File: src/design/acsr_regs.svh
// Register offsets, field positions, reset values and timing counts
`ifndef ACSR_REGS_SVH
`define ACSR_REGS_SVH
// Register offsets
`define ACSR_ADDR_CTRL 8'h00
`define ACSR_ADDR_CONV_CYC 8'h04
`define ACSR_ADDR_DATA_CYC 8'h08
`define ACSR_ADDR_STATUS 8'h0C
`define ACSR_ADDR_ACTIVE_CFG 8'h10
`define ACSR_ADDR_PEND_CFG 8'h14
// Register fields
`define ACSR_CTRL_BUSY_BIT 0
`define ACSR_STAT_CONV_BIT 0
`define ACSR_STAT_PEND_BIT 1
`define ACSR_STAT_OVR_BIT 2
`define ACSR_STAT_EMPTY_BIT 3
// Configuration word layout
`define ACSR_CFG_W 14
`define ACSR_RES_W 16
`define ACSR_CFG_DEFAULT 14'h3FFF
`define ACSR_CFG_UPD_BIT 13
`define ACSR_CFG_INCC_HI 12
`define ACSR_CFG_INCC_LO 10
`define ACSR_CFG_INX_HI 9
`define ACSR_CFG_INX_LO 7
`define ACSR_CFG_BW_BIT 6
`define ACSR_CFG_REF_HI 5
`define ACSR_CFG_REF_LO 3
`define ACSR_CFG_RB_BIT 0
`define ACSR_INCC_TEMP 3'h3
`define ACSR_SIGN_FLIP 16'h8000
// Reference arrangements
`define ACSR_REF_INT_2V5 3'h0
`define ACSR_REF_INT_4V096 3'h1
`define ACSR_REF_EXT_BUF_TEMP 3'h2
`define ACSR_REF_EXT_DIR_TEMP 3'h3
`define ACSR_REF_EXT_DIR_OFF 3'h6
`define ACSR_REF_EXT_BUF_OFF 3'h7
// Timing
`define ACSR_CLK_PERIOD_NS 20
`define ACSR_CONV_TIME_NS 2200
`define ACSR_DATA_TIME_NS 1200
`define ACSR_CONV_CYC ((`ACSR_CONV_TIME_NS + `ACSR_CLK_PERIOD_NS - 1) / `ACSR_CLK_PERIOD_NS)
`define ACSR_DATA_CYC (`ACSR_DATA_TIME_NS / `ACSR_CLK_PERIOD_NS)
`endif

File: src/design/acsr_pkg.sv
// Types shared by the converter control block
package acsr_pkg;
`include "acsr_regs.svh"
    typedef enum logic {ST_ACQ, ST_CONV} acsr_state_t;

    typedef struct packed {
        logic [`ACSR_CFG_W-1:0] cfg;
        logic [`ACSR_RES_W-1:0] data;
    } acsr_sample_t;

    typedef struct packed {
        logic bandgap;
        logic drive;
        logic v4096;
        logic buf_en;
        logic temp;
    } acsr_ref_ctl_t;

    function automatic acsr_ref_ctl_t acsr_ref_decode(input logic [2:0] code);
        acsr_ref_ctl_t r;
        r = '0;
        case (code)
            `ACSR_REF_INT_2V5: r = '{1'b1, 1'b1, 1'b0, 1'b1, 1'b1};
            `ACSR_REF_INT_4V096: r = '{1'b1, 1'b1, 1'b1, 1'b1, 1'b1};
            `ACSR_REF_EXT_BUF_TEMP: r = '{1'b1, 1'b0, 1'b0, 1'b1, 1'b1};
            `ACSR_REF_EXT_DIR_TEMP: r = '{1'b1, 1'b0, 1'b0, 1'b0, 1'b1};
            `ACSR_REF_EXT_BUF_OFF: r = '{1'b0, 1'b0, 1'b0, 1'b1, 1'b0};
            default: r = '0;
        endcase
        return r;
    endfunction : acsr_ref_decode
endpackage : acsr_pkg

File: src/design/acsr_top.sv
// Converter control: serial access, configuration staging, conversion timing
//
// Decided for this implementation: the strobed register port and the register offsets.
`timescale 1ns/10ps
`include "acsr_regs.svh"

module acsr_fifo #(
    parameter int W = 30,
    parameter int D = 8
) (
    input wire logic clk_i,
    input wire logic reset_i,
    input wire logic in_valid_i,
    output logic in_ready_o,
    input wire logic [W-1:0] in_data_i,
    output logic out_valid_o,
    input wire logic out_ready_i,
    output logic [W-1:0] out_data_o
);
    localparam int AW = (D > 1) ? $clog2(D) : 1;
    logic [W-1:0] mem_reg [D];
    logic [AW-1:0] wr_ptr_reg;
    logic [AW-1:0] rd_ptr_reg;
    logic [AW:0] cnt_reg;
    logic push;
    logic pop;

    if (D < 2 || (D & (D - 1)) != 0) begin : g_chk
        $error("fifo depth must be a power of two, at least 2");
    end

    assign in_ready_o = (cnt_reg != (AW+1)'(D));
    assign out_valid_o = (cnt_reg != '0);
    assign out_data_o = mem_reg[rd_ptr_reg];
    assign push = in_valid_i && in_ready_o;
    assign pop = out_valid_o && out_ready_i;

    always_ff @(posedge clk_i) begin
        if (push) begin
            mem_reg[wr_ptr_reg] <= in_data_i;
        end
    end

    always_ff @(posedge clk_i or posedge reset_i) begin
        if (reset_i) begin
            wr_ptr_reg <= '0;
            rd_ptr_reg <= '0;
            cnt_reg <= '0;
        end else begin
            if (push) begin
                wr_ptr_reg <= wr_ptr_reg + 1'b1;
            end
            if (pop) begin
                rd_ptr_reg <= rd_ptr_reg + 1'b1;
            end
            cnt_reg <= cnt_reg + (AW+1)'(push) - (AW+1)'(pop);
        end
    end
endmodule : acsr_fifo

module acsr_top #(
    parameter int FIFO_DEPTH = 8
) (
    input wire logic clk_i,
    input wire logic reset_i,
    input wire logic conv_start_pin_i,
    input wire logic sck_i,
    input wire logic din_i,
    output logic sdo_o,
    output logic sdo_oe_o,
    input wire logic [15:0] adc_raw_i,
    input wire logic [7:0] reg_addr_i,
    input wire logic [31:0] reg_wdata_i,
    input wire logic reg_wr_i,
    input wire logic reg_rd_i,
    output logic [31:0] reg_rdata_o,
    output logic analog_pwr_o,
    output logic err_corr_en_o,
    output logic bandgap_en_o,
    output logic ref_drive_en_o,
    output logic ref_4v096_o,
    output logic ref_buf_en_o,
    output logic temp_sensor_en_o,
    output logic [2:0] input_cfg_o,
    output logic [2:0] chan_sel_o,
    output logic bw_quarter_o
);
    localparam int TXW = 1 + `ACSR_RES_W + `ACSR_CFG_W;

    ////////////////////////////////////////////////////////////////////////
    // Pin synchronisers; stage one feeds stage two only
    logic [2:0] cnv_s;
    logic [2:0] sck_s;
    logic [1:0] din_s;
    logic cnv_rise;
    logic cnv_fall;
    logic sck_rise;
    logic sck_fall;

    always_ff @(posedge clk_i or posedge reset_i) begin
        if (reset_i) begin
            // Idle high, so a pin already high at release is no start edge
            cnv_s <= '1;
            sck_s <= '0;
            din_s <= '0;
        end else begin
            cnv_s <= {cnv_s[1:0], conv_start_pin_i};
            sck_s <= {sck_s[1:0], sck_i};
            din_s <= {din_s[0], din_i};
        end
    end

    assign cnv_rise = cnv_s[1] && !cnv_s[2];
    assign cnv_fall = !cnv_s[1] && cnv_s[2];
    assign sck_rise = sck_s[1] && !sck_s[2] && !cnv_s[1];
    assign sck_fall = !sck_s[1] && sck_s[2] && !cnv_s[1];

    ////////////////////////////////////////////////////////////////////////
    // Software registers
    logic busy_mode_reg;
    logic [15:0] conv_cyc_reg;
    logic [15:0] data_cyc_reg;
    logic overrun_reg;
    logic [31:0] rdata_reg;
    logic [`ACSR_CFG_W-1:0] active_cfg_reg;
    logic [`ACSR_CFG_W-1:0] pend_cfg_reg;
    logic pend_valid_reg;
    acsr_pkg::acsr_state_t state_reg;
    logic fifo_in_ready;
    logic fifo_out_valid;
    logic conv_end;

    always_ff @(posedge clk_i or posedge reset_i) begin
        if (reset_i) begin
            busy_mode_reg <= 1'b0;
            conv_cyc_reg <= 16'(`ACSR_CONV_CYC);
            data_cyc_reg <= 16'(`ACSR_DATA_CYC);
        end else if (reg_wr_i) begin
            case (reg_addr_i)
                `ACSR_ADDR_CTRL: busy_mode_reg <= reg_wdata_i[`ACSR_CTRL_BUSY_BIT];
                `ACSR_ADDR_CONV_CYC: conv_cyc_reg <= reg_wdata_i[15:0];
                `ACSR_ADDR_DATA_CYC: data_cyc_reg <= reg_wdata_i[15:0];
                default: ;
            endcase
        end
    end

    // Lost result sticks; a new loss beats a clear in the same cycle
    always_ff @(posedge clk_i or posedge reset_i) begin
        if (reset_i) begin
            overrun_reg <= 1'b0;
        end else if (conv_end && !fifo_in_ready) begin
            overrun_reg <= 1'b1;
        end else if (reg_wr_i && reg_addr_i == `ACSR_ADDR_STATUS
                     && reg_wdata_i[`ACSR_STAT_OVR_BIT]) begin
            overrun_reg <= 1'b0;
        end
    end

    always_ff @(posedge clk_i or posedge reset_i) begin
        if (reset_i) begin
            rdata_reg <= '0;
        end else if (reg_rd_i) begin
            case (reg_addr_i)
                `ACSR_ADDR_CTRL: rdata_reg <= {31'h0, busy_mode_reg};
                `ACSR_ADDR_CONV_CYC: rdata_reg <= {16'h0, conv_cyc_reg};
                `ACSR_ADDR_DATA_CYC: rdata_reg <= {16'h0, data_cyc_reg};
                `ACSR_ADDR_STATUS: rdata_reg <= {28'h0, !fifo_out_valid, overrun_reg,
                                                 pend_valid_reg, state_reg == acsr_pkg::ST_CONV};
                `ACSR_ADDR_ACTIVE_CFG: rdata_reg <= {18'h0, active_cfg_reg};
                `ACSR_ADDR_PEND_CFG: rdata_reg <= {18'h0, pend_cfg_reg};
                default: rdata_reg <= '0;
            endcase
        end else begin
            rdata_reg <= '0;
        end
    end
    assign reg_rdata_o = rdata_reg;

    ////////////////////////////////////////////////////////////////////////
    // Conversion timing
    logic [15:0] conv_cnt_reg;
    logic [`ACSR_CFG_W-1:0] conv_cfg_reg;

    assign conv_end = state_reg == acsr_pkg::ST_CONV && conv_cnt_reg >= conv_cyc_reg - 16'h1;

    // Start depends only on the pin, never on serial clock state
    always_ff @(posedge clk_i or posedge reset_i) begin
        if (reset_i) begin
            state_reg <= acsr_pkg::ST_ACQ;
            conv_cnt_reg <= '0;
            conv_cfg_reg <= `ACSR_CFG_DEFAULT;
        end else begin
            case (state_reg)
                acsr_pkg::ST_ACQ: begin
                    if (cnv_rise) begin
                        state_reg <= acsr_pkg::ST_CONV;
                        conv_cnt_reg <= '0;
                        conv_cfg_reg <= active_cfg_reg;
                    end
                end
                acsr_pkg::ST_CONV: begin
                    conv_cnt_reg <= conv_cnt_reg + 16'h1;
                    if (conv_end) begin
                        state_reg <= acsr_pkg::ST_ACQ;
                    end
                end
                default: state_reg <= acsr_pkg::ST_ACQ;
            endcase
        end
    end

    ////////////////////////////////////////////////////////////////////////
    // Configuration capture and staging
    logic [`ACSR_CFG_W-1:0] rx_sh_reg;
    logic [3:0] rx_cnt_reg;
    logic [`ACSR_CFG_W-1:0] rx_word;

    assign rx_word = {rx_sh_reg[`ACSR_CFG_W-2:0], din_s[1]};

    always_ff @(posedge clk_i or posedge reset_i) begin
        if (reset_i) begin
            rx_sh_reg <= '0;
            rx_cnt_reg <= '0;
        end else if (cnv_s[1]) begin
            rx_cnt_reg <= '0;
        end else if (sck_rise && rx_cnt_reg < 4'(`ACSR_CFG_W)) begin
            rx_sh_reg <= rx_word;
            rx_cnt_reg <= rx_cnt_reg + 4'h1;
        end
    end

    // Word waits for conversion end, so it governs the next acquisition
    always_ff @(posedge clk_i or posedge reset_i) begin
        if (reset_i) begin
            pend_cfg_reg <= `ACSR_CFG_DEFAULT;
            pend_valid_reg <= 1'b0;
            active_cfg_reg <= `ACSR_CFG_DEFAULT;
        end else begin
            if (conv_end && pend_valid_reg) begin
                active_cfg_reg <= pend_cfg_reg;
            end
            if (sck_rise && rx_cnt_reg == 4'(`ACSR_CFG_W - 1)
                && rx_word[`ACSR_CFG_UPD_BIT]) begin
                pend_cfg_reg <= rx_word;
                pend_valid_reg <= 1'b1;
            end else if (conv_end) begin
                pend_valid_reg <= 1'b0;
            end
        end
    end

    ////////////////////////////////////////////////////////////////////////
    // Result buffer between converter and serial port
    acsr_pkg::acsr_sample_t push_smp;
    acsr_pkg::acsr_sample_t pop_smp;
    acsr_pkg::acsr_sample_t last_smp_reg;
    logic temp_chan;
    logic bipolar;

    assign temp_chan = conv_cfg_reg[`ACSR_CFG_INCC_HI:`ACSR_CFG_INCC_LO] == `ACSR_INCC_TEMP;
    assign bipolar = !conv_cfg_reg[`ACSR_CFG_INCC_HI] && !temp_chan;
    assign push_smp.cfg = conv_cfg_reg;
    // Raw code is offset binary; sensor stays straight binary
    assign push_smp.data = bipolar ? adc_raw_i ^ `ACSR_SIGN_FLIP : adc_raw_i;

    // A full buffer drops the new result rather than stalling conversion
    acsr_fifo #(
        .W($bits(acsr_pkg::acsr_sample_t)),
        .D(FIFO_DEPTH)
    ) u_fifo (
        .clk_i(clk_i),
        .reset_i(reset_i),
        .in_valid_i(conv_end),
        .in_ready_o(fifo_in_ready),
        .in_data_i(push_smp),
        .out_valid_o(fifo_out_valid),
        .out_ready_i(cnv_fall),
        .out_data_o(pop_smp)
    );

    ////////////////////////////////////////////////////////////////////////
    // Serial output
    logic [TXW-1:0] tx_sh_reg;
    logic [5:0] tx_cnt_reg;
    logic sdo_reg;
    logic sdo_oe_reg;
    acsr_pkg::acsr_sample_t tx_smp;
    logic [`ACSR_CFG_W-1:0] tx_cfg;

    assign tx_smp = fifo_out_valid ? pop_smp : last_smp_reg;
    // Readback off sends zeros after the result
    assign tx_cfg = tx_smp.cfg[`ACSR_CFG_RB_BIT] ? '0 : tx_smp.cfg;

    always_ff @(posedge clk_i or posedge reset_i) begin
        if (reset_i) begin
            tx_sh_reg <= '0;
            tx_cnt_reg <= '0;
            last_smp_reg <= '0;
        end else if (cnv_fall) begin
            last_smp_reg <= tx_smp;
            tx_cnt_reg <= '0;
            if (busy_mode_reg) begin
                // Leading busy bit adds one falling edge
                tx_sh_reg <= {state_reg == acsr_pkg::ST_ACQ, tx_smp.data, tx_cfg};
            end else begin
                tx_sh_reg <= {tx_smp.data, tx_cfg, 1'b0};
            end
        end else begin
            if (sck_fall) begin
                tx_sh_reg <= {tx_sh_reg[TXW-2:0], 1'b0};
                tx_cnt_reg <= tx_cnt_reg + 6'h1;
            end else if (conv_end && busy_mode_reg && tx_cnt_reg == '0) begin
                tx_sh_reg[TXW-1] <= 1'b1;
            end
        end
    end

    always_ff @(posedge clk_i or posedge reset_i) begin
        if (reset_i) begin
            sdo_reg <= 1'b0;
            sdo_oe_reg <= 1'b0;
        end else begin
            sdo_reg <= tx_sh_reg[TXW-1];
            sdo_oe_reg <= !cnv_s[1] && !cnv_s[2];
        end
    end
    assign sdo_o = sdo_reg;
    assign sdo_oe_o = sdo_oe_reg;

    ////////////////////////////////////////////////////////////////////////
    // Analog control outputs
    acsr_pkg::acsr_ref_ctl_t ref_ctl;
    logic pwr_reg;
    logic corr_reg;
    acsr_pkg::acsr_ref_ctl_t ref_reg;
    logic [6:0] mux_reg;

    assign ref_ctl = acsr_pkg::acsr_ref_decode(active_cfg_reg[`ACSR_CFG_REF_HI:`ACSR_CFG_REF_LO]);

    always_ff @(posedge clk_i or posedge reset_i) begin
        if (reset_i) begin
            pwr_reg <= 1'b0;
            corr_reg <= 1'b0;
        end else begin
            pwr_reg <= state_reg == acsr_pkg::ST_CONV && !conv_end;
            corr_reg <= state_reg == acsr_pkg::ST_CONV && conv_cnt_reg < data_cyc_reg;
        end
    end

    always_ff @(posedge clk_i or posedge reset_i) begin
        if (reset_i) begin
            ref_reg <= '0;
            mux_reg <= '0;
        end else begin
            ref_reg <= ref_ctl;
            mux_reg <= active_cfg_reg[`ACSR_CFG_INCC_HI:`ACSR_CFG_BW_BIT];
        end
    end

    assign analog_pwr_o = pwr_reg;
    assign err_corr_en_o = corr_reg;
    assign bandgap_en_o = ref_reg.bandgap;
    assign ref_drive_en_o = ref_reg.drive;
    assign ref_4v096_o = ref_reg.v4096;
    assign ref_buf_en_o = ref_reg.buf_en;
    assign temp_sensor_en_o = ref_reg.temp;
    assign input_cfg_o = mux_reg[6:4];
    assign chan_sel_o = mux_reg[3:1];
    assign bw_quarter_o = !mux_reg[0];

    ////////////////////////////////////////////////////////////////////////
    // Checks
    a_conv_start_rise: assert property (@(posedge clk_i) disable iff (reset_i)
        state_reg == acsr_pkg::ST_ACQ && cnv_rise |=> state_reg == acsr_pkg::ST_CONV)
        else $error("conversion did not start on pin rise");
    a_access_gated_high: assert property (@(posedge clk_i) disable iff (reset_i)
        cnv_s[1] |=> rx_cnt_reg == '0 && $stable(tx_cnt_reg))
        else $error("serial activity while start pin high");
    a_cfg_word_capture: assert property (@(posedge clk_i) disable iff (reset_i)
        sck_rise && rx_cnt_reg == 4'hD && rx_word[13] |=> pend_valid_reg
        && pend_cfg_reg == $past(rx_word))
        else $error("configuration word not captured at 14th edge");
    a_cfg_next_conv: assert property (@(posedge clk_i) disable iff (reset_i)
        conv_end && pend_valid_reg |=> active_cfg_reg == $past(pend_cfg_reg))
        else $error("staged configuration not applied at conversion end");
    a_power_down_end: assert property (@(posedge clk_i) disable iff (reset_i)
        conv_end |=> !analog_pwr_o ##1 (!analog_pwr_o || state_reg == acsr_pkg::ST_CONV))
        else $error("converter not powered down after conversion");
    a_corr_window_off: assert property (@(posedge clk_i) disable iff (reset_i)
        state_reg == acsr_pkg::ST_CONV && conv_cnt_reg >= data_cyc_reg |=> !err_corr_en_o)
        else $error("correction active after safe access time");
    a_temp_needs_ref: assert property (@(posedge clk_i) disable iff (reset_i)
        temp_sensor_en_o |-> bandgap_en_o)
        else $error("temperature sensor without reference");
    a_sdo_release_high: assert property (@(posedge clk_i) disable iff (reset_i)
        cnv_s[2] |=> !sdo_oe_o)
        else $error("serial output driven while start pin high");
    a_temp_straight_bin: assert property (@(posedge clk_i) disable iff (reset_i)
        conv_end && temp_chan |-> push_smp.data == adc_raw_i)
        else $error("temperature result not straight binary");
endmodule : acsr_top

File: config.mk
export PLATFORM = sky130hd
export DESIGN_NAME = acsr_top
export DESIGN_NICKNAME = d
export VERILOG_FILES = /design/src/design/acsr_pkg.sv /design/src/design/acsr_top.sv
export VERILOG_INCLUDE_DIRS = /design/src /design/src/design
export SDC_FILE = /design/constraint.sdc
export NUM_CORES = 1
export LEC_CHECK = 0
export ABC_AREA = 1
export CAP_MARGIN = 20
export CORE_UTILIZATION = 30
export CTS_BUF_LIST = sky130_fd_sc_hd__clkbuf_16
export DETAILED_ROUTE_END_ITERATION = 8
export DONT_BUFFER_PORTS = 1
export GPL_TIMING_DRIVEN = 0
export PLACE_DENSITY = 0.46
export SLEW_MARGIN = 25
export SYNTH_ARGS = -nofsm -noshare
export SYNTH_HDL_FRONTEND = slang
export SYNTH_SLANG_ARGS = --single-unit
File: constraint.sdc
create_clock -name clk_i -period 8.6 [get_ports clk_i]
set_input_delay 0.43 -clock clk_i [delete_from_list [all_inputs] [get_ports clk_i]]
set_output_delay 0.43 -clock clk_i [all_outputs]
set_load 0.01 [all_outputs]
== Word-level counts from Yosys, hierarchy flattened ==
Memory sizes are Yosys's and may differ from the RTL's.
Cells that the tools add are included.
W data, S select, Z words.

* Input port bits: 63
* Output and inout bits: 48
* Logic and storage cells: 134
* Bits in registers: 244
* Memory bits (writable): 240
* Memories: 1

{| class="wikitable"
|+ Memories
! memory !! depth !! width !! rd ports !! clocked after Yosys merged registers in !! write ports !! line !! source
|-
| u_fifo.mem_reg || 8 || 30 || 1 || 0 || 1 || acsr_top.sv:21 || <nowiki>logic [W-1:0] mem_reg [D];</nowiki>
|}

* Bitwise operators: 3
* Reduce and logical (&&, ||, !) cells: 46
* Muxes and demuxes: 26
* Add/subtract/negate cells: 8
* Order comparisons: 3
* Eq/ne operators: 13

{| class="wikitable"
|+ Operators by type and width
! kind !! count
|-
| $pmux W16 S6 || 1
|-
| $mux W31 || 2
|-
| $mux W30 || 2
|-
| $mux W16 || 2
|-
| $mux W32 || 1
|-
| $pmux W16 S2 || 1
|-
| $pmux W5 S5 || 1
|-
| $logic_and A1 B1 Y1 || 22
|-
| $add A16 B1 Y16 const B || 1
|-
| $eq A8 B4 Y1 const B || 2
|-
| $eq A8 B5 Y1 const B || 2
|-
| $ge A16 B16 Y1 || 1
|-
| $lt A16 B16 Y1 || 1
|-
| $sub A16 B1 Y16 const B || 1
|-
| $mux W14 || 1
|-
| $mux W6 || 2
|-
| $logic_not A1 Y1 || 10
|-
| $mux W1 || 10
|-
| $reduce_and A2 Y1 || 5
|-
| $eq A3 B2 Y1 const B || 3
|-
| $eq A8 B3 Y1 const B || 1
|-
| $logic_not A8 Y1 || 1
|-
| $mux W4 || 2
|-
| $reduce_bool A2 Y1 || 4
|-
| other kinds (17) || 20
|}

== Logic depth before layout (Yosys ltp) ==
* Word-level depth: 8
* Gate-level depth with buffers: 20
* Gate-level depth less buffers: 20

== Modules after synthesis ==
Synthesis repeated with hierarchy kept, for this count alone.

* Cells, all modules: 2380
* Area, all modules: 21790.9 µm²

{| class="wikitable"
|+ Modules (own cells, without submodules)
! module !! cells an instance !! sequential area each (µm²) !! area an instance (µm²) !! times used
|-
| acsr_fifo || 1105 || 7457.2 || 11044.3 || 1
|-
| acsr_top || 1275 || 5472.7 || 10746.6 || 1
|}

== Least setup slack after synthesis ==
OpenSTA, ideal clock, no wires.

* Path type: reg2reg
* Start point: register conv_cyc_reg[0]
* End point: memory u_fifo.mem_reg[5][0], enable pin
* Cell stages (with the launch flop): 17
* Required time: 8145 ps
* Buffers on the path: 0
* Setup slack: 3705 ps
* Arrival: 4440 ps
* Clock period less this slack: 4895 ps
* Setup time: 455 ps
* Cells stage by stage: dfrtp_1 > inv_1 > ha_1 > nand3_1 > nor3_2 > nand3_1 > nor2_1 > nand3_1 > xor2_1 > inv_1 > ha_1 > nand4_1 > a21oi_1 > nor2_1 > nand2_2 > nand3_2 > nor3_1

* Cells in the longest elaborated chain, start to end: 6

{| class="wikitable"
|+ RTL lines
! element !! line !! source
|-
| start, declared || acsr_top.sv:121 || <nowiki>logic [15:0] conv_cyc_reg;</nowiki>
|-
| start signal, assigned || acsr_top.sv:136 || <nowiki>conv_cyc_reg <= 16'(`ACSR_CONV_CYC);</nowiki>
|-
| start signal, assigned || acsr_top.sv:141 || <nowiki>`ACSR_ADDR_CONV_CYC: conv_cyc_reg <= reg_wdata_i[15:0];</nowiki>
|-
| $sub A16 B1 Y16 || acsr_top.sv:185 || <nowiki>assign conv_end = state_reg == acsr_pkg::ST_CONV && conv_cnt_reg >= conv_cyc_reg - 16'h1;</nowiki>
|-
| $ge A16 B16 Y1 || acsr_top.sv:185 ||
|-
| $logic_and A1 B1 Y1 || acsr_top.sv:185 ||
|-
| $logic_and A1 B1 Y1 || acsr_top.sv:35 || <nowiki>assign push = in_valid_i && in_ready_o;</nowiki>
|-
| $mux W1 || acsr_top.sv:39 || <nowiki>if (push) begin</nowiki>
|-
| $mux W1 (implied by the code) || acsr_top.sv:40 || <nowiki>mem_reg[wr_ptr_reg] <= in_data_i;</nowiki>
|-
| end, declared || acsr_top.sv:21 ||
|}

Every way passes these cells.

== Worst setup path after layout ==
* Start point: register conv_cyc_reg[0]
* End point: memory u_fifo.mem_reg[0][22], enable pin

* Cells in the longest elaborated chain, start to end: 6

{| class="wikitable"
|+ RTL lines
! element !! line !! source
|-
| $sub A16 B1 Y16 || acsr_top.sv:185 ||
|-
| $ge A16 B16 Y1 || acsr_top.sv:185 ||
|-
| $logic_and A1 B1 Y1 || acsr_top.sv:185 ||
|-
| $logic_and A1 B1 Y1 || acsr_top.sv:35 ||
|-
| via u_fifo.push || acsr_top.sv:25 || <nowiki>logic push;</nowiki>
|-
| $mux W1 || acsr_top.sv:39 ||
|-
| $mux W1 (implied by the code) || acsr_top.sv:40 ||
|}

The timed path passes the listed nets, and every way through them passes these cells.

==> impl_metrics.tcl <==
set metrics [dict create \
    yosysWarnings 0 \
    synth_seq_cells 466 \
    finalNonFillerCells 3300 \
    syn_to_final_growth_pct 17.3 \
    nNetsFinal 2434 \
    post_drt_wl_per_cell_um 17.8 \
    cap_violations 0 \
    synth_cell_types 48 \
    critPathLaunchType "flop" \
    wl_um 58900 \
    synth_edf_count 240 \
    final_max_slew_viol_count 0 \
    cp.depth 19 \
    endpoint_kind "flop" \
    track_usage 0.167 \
    worst_slew_pin_slew_ns 0.897 \
    cp_slowest_stage_delay_ns 0.60 \
    yosysSeqAreaShare 0.612 \
    clock_latency_ns 0.62 \
    critPathMaxFanout 16 \
    cts_buffers 53 \
    viasPerCell 4.60 \
    clock_path_buffers 3 \
    synth_top_family_by_area "simple AND/OR/NAND/NOR gates" \
    initial_core_util 0.305 \
    dr.first_iter.drc_count 944 \
    synth-adder-area-share 0.0276 \
    power_w 0.00674 \
    fin_worst_skew_ns 0.0259 \
    stdcell_area_um2 24800 \
    vias 15195 \
    async_flop_share 0.485 \
    pwr-share-comb 0.288 \
    dr.pass1.iters 5 \
    hold_class "input pin to flop" \
    status "finished clean" \
    boundaryPins 111 \
    finalWeightedCongestion 0.822 \
    dieArea_um2 71500 \
    synthXorXnorAreaFrac 0.00912 \
    grt_pass1_vias 15274 \
    crit_family "simple AND/OR/NAND/NOR gates" \
    critPathKind "flop to flop" \
    synth-compound-area-share 0.0700 \
    path_buf_inv 4 \
    drc 0 \
    drive_gt1_frac 0.113 \
    slew_headroom 0.402 \
    cts_setup_buffers 0 \
    largest_register_ffs 240 \
    seqPwrFrac 0.389 \
    antenna_found_initial 0 \
    clock_sinks 466 \
    layout_commonest_cell "nand2_1" \
    syn_area_per_cell_um2 9.63 \
    overflow 0 \
    die_h_um 267 \
    period_share 0.519 \
    hold_buffers 35 \
    pwr_density_cell_nw_per_um2 272 \
    place_area_um2 22800 \
    crit_chain "inv_1 > ha_1 > nand3_1 > nor3_2 > nand3_1 > nor2_1 > nand3_1 > xor2_1 > inv_1 > ha_1 > nand4_1 > a21oi_1 > nor2_1 > nand2_2 > nand3_2 > inv_1 > nand2_1 > nor2_4 > buf_16" \
    max_freq_ghz 0.224 \
    drtAntennaViolNets 0 \
    core_area_um2 69200 \
    cp.arrival_ns 4.77 \
    die_w_um 267 \
    period_minus_slack_ns 4.47 \
    cts.reportedPaths.clkPinSlew_ns 0.06 \
    tritoncts "yes" \
    syn_inst 2193 \
    setup_violations 0 \
    slowest_stage "nor2_4" \
    clkPwrFrac 0.324 \
    synth-simple-area-share 0.201 \
    dp.cells 3166 \
    swShare 0.351 \
    hold_depth 2 \
    grt_first_pass_wirelength_um 90500 \
    rsz0062_at_grt "no" \
    yosys-mux-area-fraction 0 \
    ctsHtreeMaxLevel 2 \
    rr_worst_depth 19 \
    vdd_drop_max_mv 0.160 \
    dpl.hpwl_um 42000 \
    rows 96 \
    cts_resized 0 \
    root_buffer "clkbuf_16" \
    p_switching_w 0.00236 \
    antenna_cells 0 \
    p_int_w 0.00438 \
    final_cell_mix "504 x nand2_1, 268 x inv_1, 255 x nand3_1" \
    worstPathRequired_ns 8.90 \
    portBuffers 0 \
    final_hold_viol_count 0 \
    leakage_nw 10.5 \
    grt_max_degree 89 \
    mappedNetlistArea_um2 21100 \
    ys.flop_type "edfxtp_1" \
]
-- power groups by stage --
| stage | clock network, W | logic [W] | registers, W |
|---|---|---|---|
| floorplan | 0 | 0.00131 | 0.00263 |
| global placement | 0 | 0.00192 | 0.00266 |
| detailed placement | 0 | 0.00196 | 0.00266 |
| CTS | 0.00224 | 0.00198 | 0.00262 |
| global route | 0.00232 | 0.00219 | 0.00264 |
| finish | 0.00218 | 0.00194 | 0.00262 |
-- kinds of logic (layout without fill, tap and decap cells) --
logic type	count (synthesis)	after routing
compound gates	274	274
flops	466	466
buf+inv	376	537
other cells	1	16
fa+ha+maj	46	46
simple gates	1008	1008
xor+xnor	22	22
-- cell usage after synthesis, types with 16 or more instances --
master,count,share of area
edfxtp_1,240,0.34
a21oi_1,46,0.011
buf_2,35,0.0083
ha_1,45,0.027
o22ai_1,22,0.0065
nand2_1,504,0.090
inv_1,254,0.045
buf_4,36,0.013
nand3_1,255,0.060
o21ai_1,28,0.0066
o211ai_1,16,0.0057
nor2_1,200,0.036
o21ai_0,149,0.035
clkbuf_1,27,0.0048
dfrtp_1,172,0.20
xor2_1,18,0.0075
nor3_1,19,0.0045
dfstp_2,54,0.067
-- metrics by stage --
step                worst slack [ns]  hold WS (ns)   util  TNS (ns)
detailed placement              4.00         0.341  0.329         0
floorplan                       2.07         0.331      -         0
global route                    3.62        0.0210  0.358         0
CTS                             3.99       0.00406  0.358         0
finish                          4.13        0.0357  0.358         0
global placement              -0.908         0.340  0.323   -148.97
-- worst register-to-register path, cell delays in order (launching register included) --
cell	delay, ns
dfrtp_1	0.39
inv_1	0.14
ha_1	0.20
nand3_1	0.13
nor3_2	0.26
nand3_1	0.17
nor2_1	0.19
nand3_1	0.11
xor2_1	0.13
inv_1	0.06
ha_1	0.29
nand4_1	0.12
a21oi_1	0.14
nor2_1	0.06
nand2_2	0.22
nand3_2	0.25
inv_1	0.17
nand2_1	0.26
nor2_4	0.60
buf_16	0.24
-- layer usage --
metal	wire, um	vias to the layer above	part of all wire	global-route usage
met2	28600	318	0.49	0.288
li1	-	7479	-	-
met4	2080	0	0.035	0.0640
met3	2140	97	0.036	0.0230
met5	0	-	0	0
met1	26000	7301	0.44	0.212
-- area by class of cell --
| class | count | area, um2 |
|---|---|---|
| timing repair buffer | 62 | 697 |
| buffer | 118 | 721 |
| multi-input combinational | 1366 | 6610 |
| fill | 7110 | 44400 |
| inverter | 258 | 976 |
| tap | 931 | 1160 |
| sequential | 466 | 12900 |
| clock inverter | 46 | 349 |
| clock buffer | 53 | 1330 |
-- path summary, 6_finish.rpt --
kind                            startpoint               endpoint  slack [ns]
setup / recovery           conv_cyc_reg[0]  u_fifo.mem_reg[0][22]        4.13
hold / removal              reg_wdata_i[0]        data_cyc_reg[0]        0.04
setup reg to reg           conv_cyc_reg[0]  u_fifo.mem_reg[0][22]        4.13
hold reg to reg                   din_s[0]               din_s[1]        0.35
max in group asynchronous          reset_i      active_cfg_reg[5]        7.40
min in group asynchronous          reset_i           tx_sh_reg[2]        0.38
No activity file was read; power rests on OpenSTA's default activity.
